## src/shared/gtl_regs.svh

```systemverilog
// Timing constants and counter width for the instrument bus controller
`ifndef GTL_REGS_SVH
`define GTL_REGS_SVH
`define GTL_CLK_PERIOD_NS   20
`define GTL_SETTLE_NORM_NS  2000
`define GTL_SETTLE_FAST_NS  500
`define GTL_SETTLE_NORM_CYC ((`GTL_SETTLE_NORM_NS + `GTL_CLK_PERIOD_NS - 1) / `GTL_CLK_PERIOD_NS)
`define GTL_SETTLE_FAST_CYC (`GTL_SETTLE_FAST_NS / `GTL_CLK_PERIOD_NS)
`define GTL_IFC_NS          100000
`define GTL_IFC_CYC         ((`GTL_IFC_NS + `GTL_CLK_PERIOD_NS - 1) / `GTL_CLK_PERIOD_NS)
`define GTL_POLL_NS         2000
`define GTL_POLL_CYC        ((`GTL_POLL_NS + `GTL_CLK_PERIOD_NS - 1) / `GTL_CLK_PERIOD_NS)
`define GTL_CNT_W           13
`endif

```

## src/shared/gtl_pkg.sv

```systemverilog
// Types shared by the instrument bus controller
package gtl_pkg;
	typedef enum logic [2:0] {
		GTL_OP_CMD,
		GTL_OP_DATA,
		GTL_OP_READ,
		GTL_OP_IFC,
		GTL_OP_PPOLL
	} gtl_op_t;
	typedef logic [7:0] gtl_byte_t;
endpackage

```

## src/shared/gtl_hs_if.sv

```systemverilog
// Source handshake carrier between controller core and source engine
interface gtl_hs_if;
	import gtl_pkg::*;
	logic      start;
	gtl_byte_t data;
	logic      fast;
	logic      busy;
	logic      done;
	modport ctl (output start, data, fast, input busy, done);
	modport src (input start, data, fast, output busy, done);
endinterface

```

## src/core/gtl_source.sv

```systemverilog
// Source side of the three-wire interlocked handshake
`include "gtl_regs.svh"
module gtl_source (
	// Clock and reset
	input  wire logic       mclk,
	input  wire logic       rst_n,
	input  wire logic       clk_en,
	// Control
	gtl_hs_if.src           hs,
	// Bus lines, true level
	input  wire logic       nrfd_in,
	input  wire logic       ndac_in,
	output logic            dav_true,
	output logic [7:0]      dio_true
);
	import gtl_pkg::*;
	typedef enum logic [2:0] {GTL_S_IDLE, GTL_S_SETTLE, GTL_S_WRDY, GTL_S_WACC, GTL_S_DONE} gtl_src_t;
	gtl_src_t              st_q, st_d;
	logic [`GTL_CNT_W-1:0] cnt_q, cnt_d;
	logic [7:0]            dio_q, dio_d;
	logic                  dav_q, dav_d;

	always_comb begin
		st_d  = st_q;
		cnt_d = cnt_q;
		dio_d = dio_q;
		dav_d = dav_q;
		unique case (st_q)
			GTL_S_IDLE: begin
				if (hs.start) begin
					dio_d = hs.data;
					cnt_d = hs.fast ? `GTL_CNT_W'(`GTL_SETTLE_FAST_CYC)
						: `GTL_CNT_W'(`GTL_SETTLE_NORM_CYC);
					st_d  = GTL_S_SETTLE;
				end
			end
			GTL_S_SETTLE: begin
				if (cnt_q > `GTL_CNT_W'(1))
					cnt_d = cnt_q - `GTL_CNT_W'(1);
				else
					st_d = GTL_S_WRDY;
			end
			GTL_S_WRDY: begin
				if (!nrfd_in) begin
					dav_d = 1'b1;
					st_d  = GTL_S_WACC;
				end
			end
			GTL_S_WACC: begin
				if (!ndac_in) begin
					dav_d = 1'b0;
					st_d  = GTL_S_DONE;
				end
			end
			GTL_S_DONE: st_d = GTL_S_IDLE;
		endcase
	end

	always_ff @(posedge mclk or negedge rst_n) begin
		if (!rst_n) begin
			st_q  <= GTL_S_IDLE;
			cnt_q <= '0;
			dio_q <= 8'h00;
			dav_q <= 1'b0;
		end else if (clk_en) begin
			st_q  <= st_d;
			cnt_q <= cnt_d;
			dio_q <= dio_d;
			dav_q <= dav_d;
		end
	end

	assign hs.busy  = (st_q != GTL_S_IDLE);
	assign hs.done  = (st_q == GTL_S_DONE);
	assign dav_true = dav_q;
	// Byte stands from the start of settling until the cycle after DAV drops
	assign dio_true = (st_q != GTL_S_IDLE) ? dio_q : 8'h00;
endmodule // gtl_source

```

## src/core/gtl_ctrl.sv

```systemverilog
// Host controller for the instrument bus: controller, talker and listener
`include "gtl_regs.svh"
module gtl_ctrl (
	// Clock and reset
	input  wire logic       mclk,
	input  wire logic       reset_n,
	input  wire logic       clk_en,
	// Configuration
	input  wire logic       sys_ctrl,
	input  wire logic       fast_timing,
	input  wire logic       remote_en,
	// Request port
	input  wire logic       req_valid,
	input  gtl_pkg::gtl_op_t req_op,
	input  gtl_pkg::gtl_byte_t req_data,
	input  wire logic       req_end,
	output logic            req_ready,
	// Answer port
	output logic            rsp_valid,
	output gtl_pkg::gtl_byte_t rsp_data,
	output logic            rsp_end,
	// Status
	output logic            cic,
	output logic            srq_seen,
	// Bus pins, low true, open drain: oe low drives low
	input  wire logic [7:0] dio_i,
	output logic [7:0]      dio_o,
	output logic [7:0]      dio_oe,
	input  wire logic       dav_i,
	output logic            dav_o,
	output logic            dav_oe,
	input  wire logic       nrfd_i,
	output logic            nrfd_o,
	output logic            nrfd_oe,
	input  wire logic       ndac_i,
	output logic            ndac_o,
	output logic            ndac_oe,
	input  wire logic       atn_i,
	output logic            atn_o,
	output logic            atn_oe,
	input  wire logic       ifc_i,
	output logic            ifc_o,
	output logic            ifc_oe,
	output logic            ren_o,
	output logic            ren_oe,
	input  wire logic       srq_i,
	input  wire logic       eoi_i,
	output logic            eoi_o,
	output logic            eoi_oe
);
	import gtl_pkg::*;
	typedef enum logic [2:0] {
		GTL_C_IDLE, GTL_C_SEND, GTL_C_IFC, GTL_C_LRDY, GTL_C_LACC, GTL_C_LWAIT, GTL_C_POLL
	} gtl_ctl_t;

	// Reset release through two flops
	logic rs1_q, rst_n;
	always_ff @(posedge mclk or negedge reset_n) begin
		if (!reset_n) begin
			rs1_q <= 1'b0;
			rst_n <= 1'b0;
		end else begin
			rs1_q <= 1'b1;
			rst_n <= rs1_q;
		end
	end

	// True levels of bus lines (negative logic)
	logic [7:0] dio_t;
	logic       dav_t, nrfd_t, ndac_t, atn_t, ifc_t, srq_t, eoi_t;
	assign dio_t  = ~dio_i;
	assign dav_t  = ~dav_i;
	assign nrfd_t = ~nrfd_i;
	assign ndac_t = ~ndac_i;
	assign atn_t  = ~atn_i;
	assign ifc_t  = ~ifc_i;
	assign srq_t  = ~srq_i;
	assign eoi_t  = ~eoi_i;

	gtl_hs_if hs ();
	logic       src_dav;
	logic [7:0] src_dio;
	gtl_source u_src (
		.mclk     (mclk),
		.rst_n    (rst_n),
		.clk_en   (clk_en),
		.hs       (hs),
		.nrfd_in  (nrfd_t),
		.ndac_in  (ndac_t),
		.dav_true (src_dav),
		.dio_true (src_dio)
	);

	gtl_ctl_t              st_q, st_d;
	logic [`GTL_CNT_W-1:0] cnt_q, cnt_d;
	logic                  cic_q, cic_d;
	logic                  atn_q, atn_d;
	logic                  eoi_q, eoi_d;
	logic                  ifc_q, ifc_d;
	logic                  nrfd_q, nrfd_d;
	logic                  ndac_q, ndac_d;
	logic                  rv_q, rv_d;
	logic [7:0]            rd_q, rd_d;
	logic                  re_q, re_d;
	logic                  ren_q, ren_d;
	logic                  srq_q, srq_d;
	logic                  start;

	assign req_ready = (st_q == GTL_C_IDLE) && !hs.busy;
	assign start     = req_valid && req_ready && clk_en;

	always_comb begin
		st_d   = st_q;
		cnt_d  = cnt_q;
		cic_d  = cic_q;
		atn_d  = atn_q;
		eoi_d  = eoi_q;
		ifc_d  = ifc_q;
		nrfd_d = nrfd_q;
		ndac_d = ndac_q;
		rv_d   = 1'b0;
		rd_d   = rd_q;
		re_d   = re_q;
		ren_d  = sys_ctrl && remote_en;
		srq_d  = cic_q && srq_t;
		hs.start = 1'b0;
		hs.data  = req_data;
		hs.fast  = fast_timing;
		if (cic_q && !sys_ctrl && ifc_t)
			cic_d = 1'b0;
		unique case (st_q)
			GTL_C_IDLE: begin
				if (start) begin
					unique case (req_op)
						GTL_OP_CMD: begin
							if (cic_q) begin
								atn_d    = 1'b1;
								eoi_d    = 1'b0;
								hs.start = 1'b1;
								st_d     = GTL_C_SEND;
							end
						end
						GTL_OP_DATA: begin
							atn_d    = 1'b0;
							eoi_d    = req_end;
							hs.start = 1'b1;
							st_d     = GTL_C_SEND;
						end
						GTL_OP_READ: begin
							atn_d  = 1'b0;
							ndac_d = 1'b1;
							nrfd_d = 1'b0;
							st_d   = GTL_C_LRDY;
						end
						GTL_OP_IFC: begin
							if (sys_ctrl) begin
								ifc_d = 1'b1;
								cnt_d = `GTL_CNT_W'(`GTL_IFC_CYC);
								st_d  = GTL_C_IFC;
							end
						end
						GTL_OP_PPOLL: begin
							if (cic_q) begin
								atn_d = 1'b1;
								eoi_d = 1'b1;
								cnt_d = `GTL_CNT_W'(`GTL_POLL_CYC);
								st_d  = GTL_C_POLL;
							end
						end
						default: ;
					endcase
				end
			end
			GTL_C_SEND: begin
				if (hs.done) begin
					eoi_d = 1'b0;
					st_d  = GTL_C_IDLE;
				end
			end
			GTL_C_IFC: begin
				if (cnt_q > `GTL_CNT_W'(1))
					cnt_d = cnt_q - `GTL_CNT_W'(1);
				else begin
					ifc_d = 1'b0;
					cic_d = 1'b1;
					atn_d = 1'b0;
					st_d  = GTL_C_IDLE;
				end
			end
			GTL_C_LRDY: begin
				if (dav_t) begin
					rd_d   = dio_t;
					re_d   = eoi_t && !atn_t;
					nrfd_d = 1'b1;
					ndac_d = 1'b0;
					rv_d   = 1'b1;
					st_d   = GTL_C_LACC;
				end
			end
			GTL_C_LACC: begin
				if (!dav_t) begin
					ndac_d = 1'b1;
					st_d   = GTL_C_LWAIT;
				end
			end
			GTL_C_LWAIT: begin
				nrfd_d = 1'b0;
				ndac_d = 1'b0;
				st_d   = GTL_C_IDLE;
			end
			GTL_C_POLL: begin
				if (cnt_q > `GTL_CNT_W'(1))
					cnt_d = cnt_q - `GTL_CNT_W'(1);
				else begin
					rd_d  = dio_t;
					re_d  = 1'b0;
					rv_d  = 1'b1;
					eoi_d = 1'b0;
					atn_d = 1'b0;
					st_d  = GTL_C_IDLE;
				end
			end
		endcase
	end

	always_ff @(posedge mclk or negedge rst_n) begin
		if (!rst_n) begin
			st_q   <= GTL_C_IDLE;
			cnt_q  <= '0;
			cic_q  <= 1'b0;
			atn_q  <= 1'b0;
			eoi_q  <= 1'b0;
			ifc_q  <= 1'b0;
			nrfd_q <= 1'b0;
			ndac_q <= 1'b0;
			rv_q   <= 1'b0;
			rd_q   <= 8'h00;
			re_q   <= 1'b0;
			ren_q  <= 1'b0;
			srq_q  <= 1'b0;
		end else if (clk_en) begin
			st_q   <= st_d;
			cnt_q  <= cnt_d;
			cic_q  <= cic_d;
			atn_q  <= atn_d;
			eoi_q  <= eoi_d;
			ifc_q  <= ifc_d;
			nrfd_q <= nrfd_d;
			ndac_q <= ndac_d;
			rv_q   <= rv_d;
			rd_q   <= rd_d;
			re_q   <= re_d;
			ren_q  <= ren_d;
			srq_q  <= srq_d;
		end
	end

	// Pin drive: oe low pulls the wired-OR line low (true)
	genvar gi;
	generate
		for (gi = 0; gi < 8; gi++) begin : g_dio
			assign dio_o[gi]  = 1'b0;
			assign dio_oe[gi] = ~src_dio[gi];
		end
	endgenerate
	assign dav_o   = 1'b0;
	assign dav_oe  = ~src_dav;
	assign nrfd_o  = 1'b0;
	assign nrfd_oe = ~nrfd_q;
	assign ndac_o  = 1'b0;
	assign ndac_oe = ~ndac_q;
	assign atn_o   = 1'b0;
	assign atn_oe  = ~atn_q;
	assign ifc_o   = 1'b0;
	assign ifc_oe  = ~ifc_q;
	assign ren_o   = 1'b0;
	assign ren_oe  = ~ren_q;
	assign eoi_o   = 1'b0;
	assign eoi_oe  = ~(eoi_q && (src_dav || atn_q));

	assign rsp_valid = rv_q;
	assign rsp_data  = rd_q;
	assign rsp_end   = re_q;
	assign cic       = cic_q;
	assign srq_seen  = srq_q;
endmodule // gtl_ctrl

```

## config.mk

```make
export PLATFORM = sky130hd
export DESIGN_NAME = gtl_ctrl
export DESIGN_NICKNAME = d
export VERILOG_FILES = /design/src/shared/gtl_pkg.sv /design/src/shared/gtl_hs_if.sv /design/src/core/gtl_source.sv /design/src/core/gtl_ctrl.sv
export VERILOG_INCLUDE_DIRS = /design/src /design/src/shared
export SDC_FILE = /design/constraint.sdc
export NUM_CORES = 1
export LEC_CHECK = 0
export BUFFER_PORTS_ARGS = -buffer_cell sky130_fd_sc_hd__buf_2
export CORE_UTILIZATION = 45
export CTS_BUF_LIST = sky130_fd_sc_hd__clkbuf_8
export DETAILED_ROUTE_END_ITERATION = 12
export PLACE_DENSITY = 0.68
export SLEW_MARGIN = 10
export SYNTH_ARGS = -nofsm -noshare
export SYNTH_HDL_FRONTEND = slang
export SYNTH_SLANG_ARGS = --single-unit
```

## constraint.sdc

```tcl
create_clock -name mclk -period 2.79 [get_ports mclk]
set_input_delay 0.6975 -clock mclk [delete_from_list [all_inputs] [get_ports mclk]]
set_output_delay 0.6975 -clock mclk [all_outputs]
set_load 0.005 [all_outputs]
```

After elaboration in Yosys (flattened, before gate mapping)
Cells that the tools add are included.

storage, ports and cells
  flip-flop bits (word level) = 61
  output and inout port bits = 43
  logic and storage cells = 186

cells by class
  add/subtract/negate cells = 2
  order comparisons = 2
  eq/ne operators = 38
  mux-type cells = 67
  bitwise logic cells = 19
  reductions and logical operators = 39

operators with widths
  operator                                                                           number
  13-bit two-way mux                                                                 6
  13-bit one-hot mux with 2 select lines                                             3
  3-bit two-way mux                                                                  12
  3-bit one-hot mux with 5 select lines                                              2
  1-bit two-way mux                                                                  27
  13-bit by 1-bit greater-than comparator with 1-bit output (second input constant)  2
  13-bit by 1-bit subtractor with 13-bit output (second input constant)              2
  8-bit two-way mux                                                                  3
  2-bit inequality test (second input constant)                                      12
  3-bit by 2-bit equality test with 1-bit output (second input constant)             6
  1-bit inverter                                                                     18
  3-bit one-hot mux with 6 select lines                                              1
  6-bit AND reduction                                                                3
  8-bit one-hot mux with 2 select lines                                              1
  3-bit equality test (second input constant)                                        5
  3-bit inequality test (second input constant)                                      5
  1-bit one-hot mux with 2 select lines                                              7
  4-bit AND reduction                                                                3
  10-bit AND reduction                                                               1
  5-bit AND reduction                                                                2
  2-bit nonzero test                                                                 5
  3-bit by 1-bit equality test with 1-bit output (second input constant)             3
  1-bit logical AND                                                                  9
  3-bit zero test                                                                    3
  16 further kinds                                                                   26

Depth between registers and ports, before layout
Gate-level depths: netlist of run 1.

  depth in word-level cells = 9
  depth in mapped cells = 8

Modules after synthesis
Synthesis of run 1 repeated with hierarchy kept, for this count alone.

second synthesis, totals
  cell total of the unflattened synthesis = 468
  area total of the unflattened synthesis = 3,931.3 µm²

modules (own cells, without submodules)
  module      instances  cells each  area each (µm²)
  gtl_ctrl    1          293         2,383.5
  gtl_source  1          175         1,547.7

Worst setup path before layout of run 1
No wires, ideal clock.

  path type = input-to-reg
  start = in clk_en
  end = reg u_src.cnt_q[3]
  setup time = 0.121 ns
  arrival time = 2.211 ns
  setup slack = 0.458 ns
  stages on the path = 6
  path through = clkbuf_1 nor4b_1 nand3_1 nor3_1 o221ai_1 a22o_1

between the ends
  longest elaborated chain between the ends = 5

RTL lines
  item                                      line              RTL
  start, declared                           gtl_ctrl.sv:7     input wire logic clk_en,
  1-bit logical AND                         gtl_ctrl.sv:110   assign start = req_valid && req_ready && clk_en;
  1-bit two-way mux                         gtl_ctrl.sv:133   if (start) begin
  1-bit two-way mux                         gtl_ctrl.sv:131   unique case (st_q)
  2-bit inequality test (no source line)    n/a
  4-bit AND reduction (no source line) (*)  n/a
  end signal, assigned                      gtl_source.sv:67  cnt_q <= cnt_d;
  end, declared                             gtl_source.sv:19  logic [`GTL_CNT_W-1:0] cnt_q, cnt_d;

Mark *: on every way between the ends. The rest lies on a longest branch, timed or not.
A chain may end at the register's enable or synchronous reset.

Worst setup path after layout of run 1
  start = reg u_src.st_q[2]
  end = out req_ready

between the ends
  longest elaborated chain between the ends = 3

RTL lines
  item                    line              RTL
  start, declared         gtl_source.sv:18  gtl_src_t st_q, st_d;
  start signal, assigned  gtl_source.sv:66  st_q <= st_d;
  3-bit nonzero test      gtl_source.sv:73  assign hs.busy = (st_q != GTL_S_IDLE);
  1-bit zero test         gtl_ctrl.sv:109   assign req_ready = (st_q == GTL_C_IDLE) && !hs.busy;
  1-bit logical AND       gtl_ctrl.sv:109
  end, declared           gtl_ctrl.sv:17    output logic req_ready,

Every way passes these cells.

==> results of run 1 <==
power by group through the flow:
stage	registers (mW)	clock network, mW	logic [mW]
2_1_floorplan	1.44	0	1.35
3_3_place_gp	1.51	0	1.78
3_5_place_dp	1.52	0	1.82
4_1_cts	1.50	0.910	1.83
5_1_grt	1.56	0.944	2.07
6_report	1.51	0.897	1.84
synth_stat cells (3+ instances only):
cell and number:
sky130_fd_sc_hd__a41oi_1 3, sky130_fd_sc_hd__a31oi_1 14, sky130_fd_sc_hd__o2bb2ai_1 3, sky130_fd_sc_hd__and3_1 4, sky130_fd_sc_hd__or3_1 5, sky130_fd_sc_hd__buf_2 4, sky130_fd_sc_hd__clkbuf_1 17, sky130_fd_sc_hd__buf_4 15
sky130_fd_sc_hd__a22o_1 6, sky130_fd_sc_hd__o21a_1 3, sky130_fd_sc_hd__nor2b_1 6, sky130_fd_sc_hd__ha_1 4, sky130_fd_sc_hd__a21oi_1 20, sky130_fd_sc_hd__o211ai_1 5, sky130_fd_sc_hd__and2_1 3, sky130_fd_sc_hd__nand2b_1 8
sky130_fd_sc_hd__nand2_1 33, sky130_fd_sc_hd__o22ai_1 4, sky130_fd_sc_hd__o211a_1 3, sky130_fd_sc_hd__nor2_1 26, sky130_fd_sc_hd__dfrtp_1 61, sky130_fd_sc_hd__nand3_1 12, sky130_fd_sc_hd__or4_1 3, sky130_fd_sc_hd__mux2_2 11
sky130_fd_sc_hd__inv_1 18, sky130_fd_sc_hd__o21ai_0 40, sky130_fd_sc_hd__nor3_1 15, sky130_fd_sc_hd__nor4_1 4, sky130_fd_sc_hd__or2_2 3, sky130_fd_sc_hd__o31ai_1 9, sky130_fd_sc_hd__a211oi_1 6, sky130_fd_sc_hd__nor3b_1 4
sky130_fd_sc_hd__nand4_1 6
registers in the layout, summed over array words and instances, names as in the netlist:
signal,flops
ndac_q,1
cnt_q,13
u_src.dav_true,1
u_src.dio_q,8
rsp_valid,1
rsp_data,8
rs1_q,1
cic,1
st_q,3
nrfd_q,1
u_src.cnt_q,13
ren_q,1
rst_n,1
atn_q,1
eoi_q,1
srq_seen,1
u_src.st_q,3
rsp_end,1
ifc_q,1
layout make-up:
cell class                 count  area, µm²
multi-input combinational    315       1960
fill                         753       3510
tap                          102        128
clock buffer                  10        138
timing repair buffer          77        425
inverter                      19       71.3
sequential                    61       1530
clock inverter                 6       86.3
worst max-delay path, stage by stage, from the launching register on:
cell,delay (ns)
sky130_fd_sc_hd__dfrtp_1,0.38
sky130_fd_sc_hd__buf_4,0.17
sky130_fd_sc_hd__or3_1,0.52
sky130_fd_sc_hd__nor2_1,0.15
sky130_fd_sc_hd__buf_2,0.12
layer usage:
layer	wire length [µm]	up-vias	global-route usage [%]
li1	-	1653	-
met3	569	10	3.86
met5	0	-	0
met4	93	0	9.10
met1	4410	1660	33.1
met2	4060	133	33.1
how the worst max path moves through the flow:
stage,depth (start not counted),slack (ns),endpoint
floorplan,6,0.46,u_src.cnt_q[3]
global placement,6,0.20,u_src.cnt_q[0]
detailed placement,6,0.18,u_src.cnt_q[0]
CTS,4,0.38,req_ready
global route,4,0.25,req_ready
finish,4,0.40,req_ready
cells by family (layout without fill, tap and decap cells):
kind of cell,after synthesis,in the layout
buffers and inverters,58,112
AOI/OAI and AO/OA,139,139
adders and majority gates,4,4
other,2,16
DFF,61,61
muxes,12,12
and+or+nand+nor,144,144
metrics by stage:
step / hold slack, ns / total power [mW] / cells / setup WS, ns / cell area (µm²)
after global placement: 0.337 / 3.29 / 574 / 0.202 / 4110
after detailed placement: 0.340 / 3.34 / 574 / 0.182 / 4110
after floorplan: 0.331 / 2.79 / 434 / 0.458 / 3770
final: 0.122 / 4.24 / 590 / 0.400 / 4340
after global routing: 0.114 / 4.58 / 590 / 0.253 / 4340
after CTS: 0.114 / 4.24 / 590 / 0.384 / 4340
==> flow_results.org, run 1 <==
** Outcome
- The flow ran to the end, and the final reports show no timing, DRC or antenna violations.

** STA
- Min Tclk post-route :: 2.39 ns
- Based on the critical path, the design can be clocked at up to 418 MHz.
- Transition time of the tightest slew-check pin :: 1.02 ns
- In the final timing run, aggregate negative setup slack is 0 ns.
- Setup violations remaining at the end of the flow were counted as 0.
- For the final database, setup skew stands at 0.00909 ns.
- Final clock period utilization by the worst path :: 85.7%
- The number of max-slew violations in the final report is 0.
- Measured against its own limit, the worst slew margin works out to 32.2%.
- The number of endpoints with negative hold slack in the final report was 0.
- Setup repair after global routing left no endpoint under its margin.

** Final layout
- The number of antenna diodes in the final layout is 0.
- From synthesis to final layout, the design area changed by 16.5%.
- Cells fill 55.3% of the core in the end.
- The top cell types in the final layout, fill and taps aside, are sky130_fd_sc_hd__buf_2 (61), sky130_fd_sc_hd__dfrtp_1 (60), sky130_fd_sc_hd__o21ai_0 (40).
- At the end of the flow, the number of nets in the layout was 521.
- The post-route netlist has 24.8% of its cells at a drive strength greater than 1.
- The library cell used most frequently in the layout, excluding fill and tap cells, is sky130_fd_sc_hd__buf_2.

** Worst setup path
- The critical path starts at u_src.st_q[2].
- Critical path data required time :: 2.09 ns
- STA classifies the critical path startpoint as a flip-flop.
- The worst setup path is captured at an output port.
- The worst register-to-register path begins at cnt_q[10].
- The worst setup path is of the reg2out kind.
- In this run the worst path has a maximum fanout of 11.
- Register-to-register setup slack :: 0.50 ns
- The worst register-to-register path ends at rsp_end.
- The number of cells on the worst reg-to-reg path is 5.
- Critical path data arrival time :: 1.69 ns

** Power and ir drop
- Power per cell area :: 978 nW/µm²
- Clock Power Share :: 21.1%
- Switching fraction of total power :: 40.3%
- The internal power of the cells totals 2.53 mW.
- IR analysis of the VDD net gives a maximum drop of 509 µV.
- Summed over all nets, the switching power comes to 1.71 mW.
- Of the total power, registers draw 35.5%.
- Combinational logic burns 43.3% of the power.
- Leakage power summed over all cells :: 1.95 nW

** Floorplanning
- Site row count :: 32
- I/O pin count :: 77
- Die Height :: 92.9 µm
- Die Outline Area :: 8640 µm²
- Die width :: 92.9 µm
- The total area inside the core boundary comes to 7850 µm².
- The initial utilization of the core area, before any placement, comes to 47.4%.

** Drt
- For this run, the detailed router's first-pass iteration total came to 5.
- After detailed routing, the number of remaining DRC violations is 0.
- In the final routed layout, each cell accounts on average for 15.5 µm.
- Routed Wire Length :: 9140 µm
- Mean number of vias per cell :: 5.86
- Detailed-route via count :: 3,456
- Antenna-violating nets left :: 0
- Detailed Route Iter0 Violations :: 291

** Synthesis
- Synth Area in Compound Gates :: 25.2%
- Yosys printed 0 warnings.
- Part of the Yosys area used for sequential elements :: 41.0%
- Synthesized-area fraction occupied by and/or/nand/nor cells :: 20.9%
- The largest total area in the synthesized netlist belongs to sky130_fd_sc_hd__dfrtp_1.
- After synthesis, the mean cell area works out to 8.86 µm².
- Post-synthesis share of cell area spent on xor and xnor gates :: 0%
- For this run, the leading register cell type out of synthesis is sky130_fd_sc_hd__dfrtp_1.
- By area the synthesized netlist is led by sky130_fd_sc_hd__dfrtp_1 (41%), sky130_fd_sc_hd__o21ai_0 (5.4%), sky130_fd_sc_hd__nand2_1 (3.3%).
- Counting flops with an async set or reset pin after synthesis yields a share of 100%.
- Top cell type's share of synthesized area :: 41.0%
- Synth unique cells :: 63
- Synthesized flop and latch total :: 61
- Post-synthesis instance total :: 420
- Combinational family with the most area after synthesis :: compound AO/OA/AOI/OAI gates
- Share of cell area taken by muxes after synthesis :: 3.60%
- Adder and majority cell fraction of the synthesized area :: 1.34%
- Synthesized area :: 3720 µm²
- Number of enable-type register cells in the synthesized netlist :: 0

** Global routing
- Entering global routing, the biggest net connects 48 pins.
- GRT Residual Overflow :: 0
- The first global-routing pass estimated 15,400 µm of wire.
- Number of antenna violations at the first check in global routing :: 0
- The via count of the first global-routing pass came to 3,143.
- Global routing consumed, over all layers together, 22.7% of the routing resources.

** CTS
- Source-to-sink clock delay at the later pin of the worst-skew pair :: 0.35 ns
- Hold repair after CTS inserted 0 buffers.
- Number of H-tree levels :: 3
- CTS placed an instance of sky130_fd_sc_hd__clkbuf_8 at the clock tree root.
- TritonCTS built the clock tree.
- Clock input transition at the sequential cells of the worst setup and hold paths :: 0.07 ns
- Cells resized by post-CTS repair :: 0
- Number of buffers on the longest clock path :: 2
- Counting every sink on the clock net gives 61.
- TritonCTS created 9 clock buffers.
- Post-CTS setup-driven buffer insertion count :: 0

** Run
- Max-cap check violation count :: 0

** Placed design
- Final RePlAce weighted congestion :: 0.958
- DP HPWL :: 6590 µm
- Port buffer count :: 61

** Worst hold path
- Type of the worst min-delay path :: in2async
(Power assumes the default switching activity.)
==> run 2: changes to the inputs <==
==> constraint.sdc (replaced) <==
create_clock -name mclk -period 2.3 [get_ports mclk]
set_input_delay 0.575 -clock mclk [delete_from_list [all_inputs] [get_ports mclk]]
set_output_delay 0.575 -clock mclk [all_outputs]
set_load 0.005 [all_outputs]
==> flow_results.org, run 2 (synthesis gave the netlist of run 1 again) <==
** Outcome
- The run finished with clean final reports.

** STA
- Static timing analysis puts the maximum clock frequency at 453 MHz.
- RSZ-0062 raised after global routing :: no
- Max-slew violation count :: 0 (unchanged)
- The final count of negative-setup-slack endpoints was 0 (unchanged).
- The summed negative setup slack over all endpoints came to 0 ns (unchanged).
- The final critical path takes up 96.0% of the cycle.
- Clock skew after layout :: 0.00683 ns (-0.00226 ns)
- The worst-case headroom to the max-slew limit was 56.1% (+24 points).
- The actual transition at the worst max-transition pin came to 0.658 ns (-0.359 ns).
- The number of endpoints with negative hold slack in the final report was 0 (unchanged).
- For the finished layout, the period the worst path requires is 2.21 ns.

** Worst hold path
- The worst hold path belongs to the class reg2async.

** Global routing
- The via count of the first global-routing pass was 3,356 (+6.8%).
- Maximum number of pins on one net before global-route repair :: 34 (-29%)
- The leftover overflow at the end of global routing came to 0 (unchanged).
- The wire length of the first global-routing pass is 15,900 µm (+3.8%).
- Number of antenna violations at the first check in global routing :: 0 (unchanged)
- Total global routing track utilization :: 23.5% (+0.84 points)

** Power and ir drop
- The net switching power was 2.10 mW (+23%).
- Cell Int Power :: 3.03 mW (+20%)
- The proportion of total power due to net switching is 40.9% (+0.62 points).
- The relative contribution of combinational cells to total power is 47.0% (+3.7 points).
- Leakage power summed over all cells :: 2.04 nW (+4.4%)
- Clock Power Share :: 17.8% (-3.3 points)
- Largest voltage drop on the vdd net :: 423 µV (-17%)
- The overall power consumption came to 5.12 mW (+21%).
- Portion of total power attributed to sequential cells :: 35.2% (-0.3 points)
- The cell area power density is 1150 nW/µm² (+17%).

** Final layout
- Multi-input combinational cell area :: 1970 µm² (+0.51%)
- The finished layout cell area came to 4470 µm² (+3.0%).
- Leaving out fill and tap cells, the most frequent cell in the layout is sky130_fd_sc_hd__buf_2.
- The post-layout net count is 541 (+3.8%).
- Number of diodes :: 0 (unchanged)
- The core occupancy in the finished layout came to 56.9% (+1.7 points).
- Non-filler instance count after layout :: 609 (+3.2%)
- Leading cell types in the layout, fill and taps excluded :: sky130_fd_sc_hd__buf_2 (61), sky130_fd_sc_hd__dfrtp_1 (60), sky130_fd_sc_hd__o21ai_0 (40)
- The number of filler cells placed in the layout came to 745 (-1.1%).
- Relative to the synthesized area, the layout overhead comes to 20.1%.
- The register area was 1530 µm² (unchanged).
- The fraction of layout cells with a size suffix above 1 is 27.6% (+2.8 points).
- The largest registers in the layout are cnt_q (13), u_src.cnt_q (13).

** Floorplanning
- The total I/O pin count came to 77 (unchanged).
- The height of the die is 92.9 µm (unchanged).
- Starting Density :: 47.4% (unchanged)
- Site row count :: 32 (unchanged)
- The overall die area was 8640 µm² (unchanged).
- Die width :: 92.9 µm (unchanged)
- Std-Cell Core Area :: 7850 µm² (unchanged)

** Drt
- Detailed-route via count :: 3,495 (+1.1%)
- The post-route antenna net violation count came to 0 (unchanged).
- Routed Wire Length :: 9490 µm (+3.9%)
- Count of unresolved DRC violations after routing :: 0 (unchanged)
- Detailed Route Iter0 Violations :: 261 (-10%)
- First drt pass iteration count :: 5 (unchanged)
- Average wire per standard cell :: 15.6 µm (+0.61%)
- The per-cell via count in the routed design is 5.74 (-2.0%).

** Worst setup path
- The cell depth of the worst flop-to-flop path came to 5 (unchanged).
- The startpoint identified for the worst register-to-register timing path is cnt_q[10].
- Critical-path maximum fanout :: 4 (-7)
- Critical R2R Capture :: eoi_q
- The flop-to-flop setup slack was 0.09 ns (-0.41 ns).
- The critical path starts at cnt_q[10].
- The required time of the critical path came to 2.53 ns (+0.44 ns).
- Kind of start point of the critical path :: flip-flop
- Worst setup path endpoint :: eoi_q
- The worst setup path is captured at a flip-flop.
- Critical path data arrival time :: 2.44 ns (+0.75 ns)
- The worst setup path is of the reg2reg kind.

** Placed design
- Post-placement cell count :: 593 (+3.3%)
- The total cell area at the placement stage was 4270 µm² (+3.8%).
- Final RePlAce weighted congestion :: 0.905 (-5.6%)
- Port buffer count :: 61 (unchanged)
- DP HPWL :: 6850 µm (+4.0%)

** CTS
- Inserted Clock Buffers :: 9 (unchanged)
- Cell chosen for the clock root :: sky130_fd_sc_hd__clkbuf_8
- The post-CTS clock slew at the launch and capture registers of the worst setup and hold paths was 0.07 ns (about the same).
- The maximum count of clock buffers along a single path is 2 (unchanged).
- Source-to-sink clock delay at the later pin of the worst-skew pair :: 0.35 ns (about the same)
- The H-tree level count was 3 (unchanged).
- The number of clock sinks seen by CTS came to 61 (unchanged).
- TritonCTS clock tree :: yes

** Run
- Max-cap check violation count :: 0 (unchanged)
run 2: per-layer routing:
layer | global-route usage [%] | vias up | share of wire (%) | wire length (µm)
li1 | - | 1689 | - | -
met1 | 33.9 | 1638 | 48 | 4560
met2 | 35.0 | 156 | 43 | 4120
met3 | 4.19 | 12 | 7.0 | 668
met4 | 8.72 | 0 | 1.4 | 136
met5 | 0 | - | 0 | 0
run 2: stage by stage:
stage / hold slack, ns / setup WS, ns
2_1_floorplan: 0.279 / 0.0908
3_3_place_gp: 0.300 / 0.0580
3_5_place_dp: 0.311 / 0.0417
4_1_cts: 0.308 / 0.0264
5_1_grt: 0.342 / 0.0204
6_report: 0.276 / 0.0924
run 2: power groups by stage:
stage                     Clock, mW  Combinational (mW)  Sequential (mW)
after floorplan                   0                1.64             1.74
after global placement            0                2.30             1.79
after detailed placement          0                2.36             1.81
after CTS                     0.948                2.37             1.79
after global routing          0.977                2.69             1.85
final                         0.914                2.41             1.80
run 2: area by class of cell:
class                           count  area share, %
Clock buffer                        9           2.77
Clock inverter                      6           1.26
Inverter                           19           1.60
Multi-Input combinational cell    315           44.1
Sequential cell                    61           34.2
Tap cell                          102           2.86
Timing Repair Buffer               97           13.2
run 2: how the worst min path moves through the flow:
| stage | end | slack, ns | cells past startpoint |
|---|---|---|---|
| floorplan | rs1_q | 0.28 | 0 |
| global placement | rsp_valid | 0.30 | 0 |
| detailed placement | rsp_valid | 0.31 | 0 |
| CTS | ren_q | 0.31 | 0 |
| global route | ren_q | 0.34 | 0 |
| finish | ren_q | 0.28 | 0 |
run 2: repair_timing:
| action | 4_1_cts | 5_1_grt |
|---|---|---|
| endpoints found under the setup margin | 0 | 9 |
| buffers inserted | 0 | 0 |
| hold buffers | 1 | 0 |
| gates resized for setup | 0 | 2 |
| hold endpoints to repair | 2 | 0 |
run 2: worst max-delay path, cell delays in order, from the launching register on:
cell,delay [ns]
sky130_fd_sc_hd__dfrtp_1,0.39
sky130_fd_sc_hd__or4_4,0.58
sky130_fd_sc_hd__or3_1,0.37
sky130_fd_sc_hd__o31ai_1,0.28
sky130_fd_sc_hd__nand4_1,0.17
sky130_fd_sc_hd__mux2_2,0.30
==> run 3: changes to the inputs <==
--- a/config.mk
+++ b/config.mk
@@ -11,6 +11,7 @@
 export CTS_BUF_LIST = sky130_fd_sc_hd__clkbuf_8
 export DETAILED_ROUTE_END_ITERATION = 12
 export PLACE_DENSITY = 0.68
+export REMOVE_ABC_BUFFERS = 1
 export SLEW_MARGIN = 10
 export SYNTH_ARGS = -nofsm -noshare
 export SYNTH_HDL_FRONTEND = slang
==> flow_results.org, run 3 (synthesis gave the netlist of run 1 again) <==
** Global routing
- Number of global-route vias before repair :: 3,315 (-1.2%)
- Total global routing track utilization :: 22.8% (-0.70 points)
- The leftover overflow at the end of global routing was 0 (unchanged).
- Number of antenna violations at the first check in global routing :: 0 (unchanged)
- The pin count of the biggest net entering global routing was 38 (+12%).
- First-pass GRT wire length :: 15,600 µm (-2.0%)

** Final layout
- Leaving out fill and tap cells, the most frequent cells in the layout are sky130_fd_sc_hd__buf_2 (61), sky130_fd_sc_hd__dfrtp_1 (60), sky130_fd_sc_hd__o21ai_0 (40).
- Leaving out fill and tap cells, the most frequent cell in the layout is sky130_fd_sc_hd__buf_2.
- Layout filler cell count :: 732 (-1.7%)
- From synthesis to final layout, the design area changed by 20.5%.
- Fraction of layout instances using a drive strength above 1 :: 27.2% (-0.38 points)
- In the final layout, the registers with the most flip-flops are cnt_q (13), u_src.cnt_q (13).
- Number of diodes :: 0 (unchanged)
- Final net count :: 536 (-0.92%)
- The number of cells in the finished layout apart from fillers came to 605 (-0.66%).

** CTS
- Inserted Clock Buffers :: 9 (unchanged)
- Number of H-tree levels :: 3 (unchanged)
- TritonCTS built the clock tree.
- Clock input transition at the sequential cells of the worst setup and hold paths :: 0.08 ns (about the same)
- The clock latency on the worst-skew pair is 0.34 ns (about the same).
- Number of sinks handled by clock tree synthesis :: 61 (unchanged)
- Post-CTS setup-driven buffer insertion count :: 0 (unchanged)
- Cell chosen for the clock root :: sky130_fd_sc_hd__clkbuf_8
- The maximum count of clock buffers along a single path came to 2 (unchanged).

** Floorplanning
- The total I/O pin count is 77 (unchanged).
- Die Height :: 92.9 µm (unchanged)
- The horizontal die dimension was 92.9 µm (unchanged).
- Std-Cell Core Area :: 7850 µm² (unchanged)
- The effective utilization at floorplan came to 47.4% (unchanged).
- The overall die area came to 8640 µm² (unchanged).
- Site row count :: 32 (unchanged)

** STA
- The achievable clock frequency was 450 MHz (-0.67%).
- Final setup violation count :: 0 (unchanged)
- The share of the cycle needed by the critical path after routing is 96.6% (+0.65 points).
- Max-slew violation count :: 0 (unchanged)
- The worst-case headroom to the max-slew limit is 62.6% (+6.5 points).
- The worst setup skew after layout was 0.0108 ns (+0.00401 ns).
- The time the final worst path needs with I/O delays and setup came to 2.22 ns (+0.0149 ns).
- Setup repair after global routing left no endpoint under its margin.
- Worst hold margin :: 0.248 ns (-0.0284 ns)
- The post-route worst setup slack was 0.0775 ns (-0.0149 ns).
- The number of endpoints with negative hold slack in the final report came to 0 (unchanged).
- The actual transition at the worst max-transition pin is 0.556 ns (-0.102 ns).

** Drt
- The DRC violations left is 0 (unchanged).
- The routed wire length was 9130 µm (-3.7%).
- Mean number of vias per cell :: 5.81 (+1.2%)
- First drt pass iteration count :: 5 (unchanged)
- Average wire per standard cell :: 15.1 µm (-3.1%)
- The via total after detailed routing is 3,514 (+0.54%).
- The DRC violation total after the first TritonRoute iteration was 212 (-19%).
- The post-route antenna net violation count is 0 (unchanged).

** Power and ir drop
- Clock Power Share :: 20.4% (+2.6 points)
- The proportion of total power due to net switching was 40.0% (-0.92 points).
- The net switching power was 2.10 mW (+0.24%).
- The cell area power density came to 1170 nW/µm² (+2.2%).
- Gate power share :: 45.1% (-1.9 points)
- The internal power component came to 3.15 mW (+4.2%).
- Leakage power summed over all cells :: 2.03 nW (-0.35%)
- The sequential group share of total power was 34.5% (-0.7 points).
- The maximum VDD drop is 549 µV (+30%).

** Worst setup path
- The delay of the slowest cell on the worst path came to 0.42 ns (-0.16 ns).
- Critical-path maximum fanout :: 9 (+5)
- The critical path is of the reg2out type.
- Register-to-register setup slack :: 0.09 ns (about the same)
- Reg2Reg Launch Point :: cnt_q[8]
- Cell-by-cell listing of the critical path :: buf_4 -> or3_4 -> nor2_1 -> buf_2
- The data arrival time of the critical path is 1.65 ns (-0.79 ns).
- Critical path data required time :: 1.73 ns (-0.80 ns)
- The most critical setup path has its startpoint at u_src.st_q[1].
- Count of cells along the worst register-to-register path :: 5 (unchanged)
- In this run the worst setup path terminates at req_ready.
- Crit-path slowest cell :: sky130_fd_sc_hd__dfrtp_1
- The worst register-to-register path ends at eoi_q.
- Sort of element at the end of the critical path :: output port
- Kind of start point of the critical path :: flip-flop

** Placed design
- The post-detailed-placement half-perimeter wirelength came to 6680 µm (-2.4%).
- The weighted congestion at the end of routability-driven global placement came to 0.911 (+0.73%).
- Placement-stage worst setup slack :: 0.0344 ns (-0.00732 ns)
- Port buffer count :: 61 (unchanged)
- The number of cells after detailed placement came to 588 (-0.84%).

** Worst hold path
- Type of the worst min-delay path :: reg2async

** Run
- The max-cap violation count was 0 (unchanged).

** Outcome
- The run finished with clean final reports.
[run 3: cell count changes in the layout (fill, tap and decap cells not counted), sizes merged]
cell,previous run,this run
bufinv,1,2
buf,96,91
[run 3: routing by layer]
layer,vias up,routed length (µm),GRT usage [%]
met5,-,0,0
met4,0,168,9.10
li1,1677,-,-
met3,19,628,5.83
met1,1675,4200,31.1
met2,143,4140,34.4
[run 3: critical path, delay by kind of cell, from the launching register on]
kind	cells	cell delay, ns
flops	1	0.42
simple gates	2	0.57
buf+inv	2	0.31
[run 3: final cells by class]
type	instances	area [µm²]	share of cell area, %
Multi-Input combinational cell	315	1970	43.9
Inverter	19	71.3	1.59
Clock inverter	7	98.8	2.20
Timing Repair Buffer	92	566	12.6
Sequential cell	61	1530	34.1
Clock buffer	9	124	2.76
Tap cell	102	128	2.85
[run 3: through the flow]
stage / utilization (%) / total power [mW] / cell area (µm²) / setup TNS [ns]
2_1_floorplan: - / 3.29 / 3560 / -1.36
3_3_place_gp: 54.1 / 4.08 / 4240 / 0
5_1_grt: 57.2 / 5.68 / 4490 / 0
6_report: 57.2 / 5.25 / 4490 / 0
3_5_place_dp: 54.1 / 4.15 / 4240 / 0
4_1_cts: 57.1 / 5.26 / 4480 / 0
[run 3: power groups by stage]
stage               Combinational (mW)  Sequential [mW]  Clock [mW]
finish                            2.37             1.81        1.07
global route                      2.64             1.88        1.16
CTS                               2.35             1.81        1.10
global placement                  2.28             1.81           0
detailed placement                2.32             1.82           0
floorplan                         1.47             1.81           0
[run 3: repair_timing]
item	4_1_cts	5_1_grt
hold buffers	1	0
gates resized for setup	1	1
hold endpoints to repair	2	0
setup endpoints to repair	1	1
[run 3: how the worst min path moves through the flow]
stage	start	to	slack (ns)	cells after the start
after global routing	rst_n	rsp_data[7]	0.31	0
after detailed placement	rst_n	rsp_data[7]	0.27	0
after global placement	rst_n	rsp_data[4]	0.27	0
after floorplan	reset_n	rs1_q	0.28	0
after CTS	rst_n	rsp_data[7]	0.28	0
final	rst_n	rsp_data[0]	0.25	0
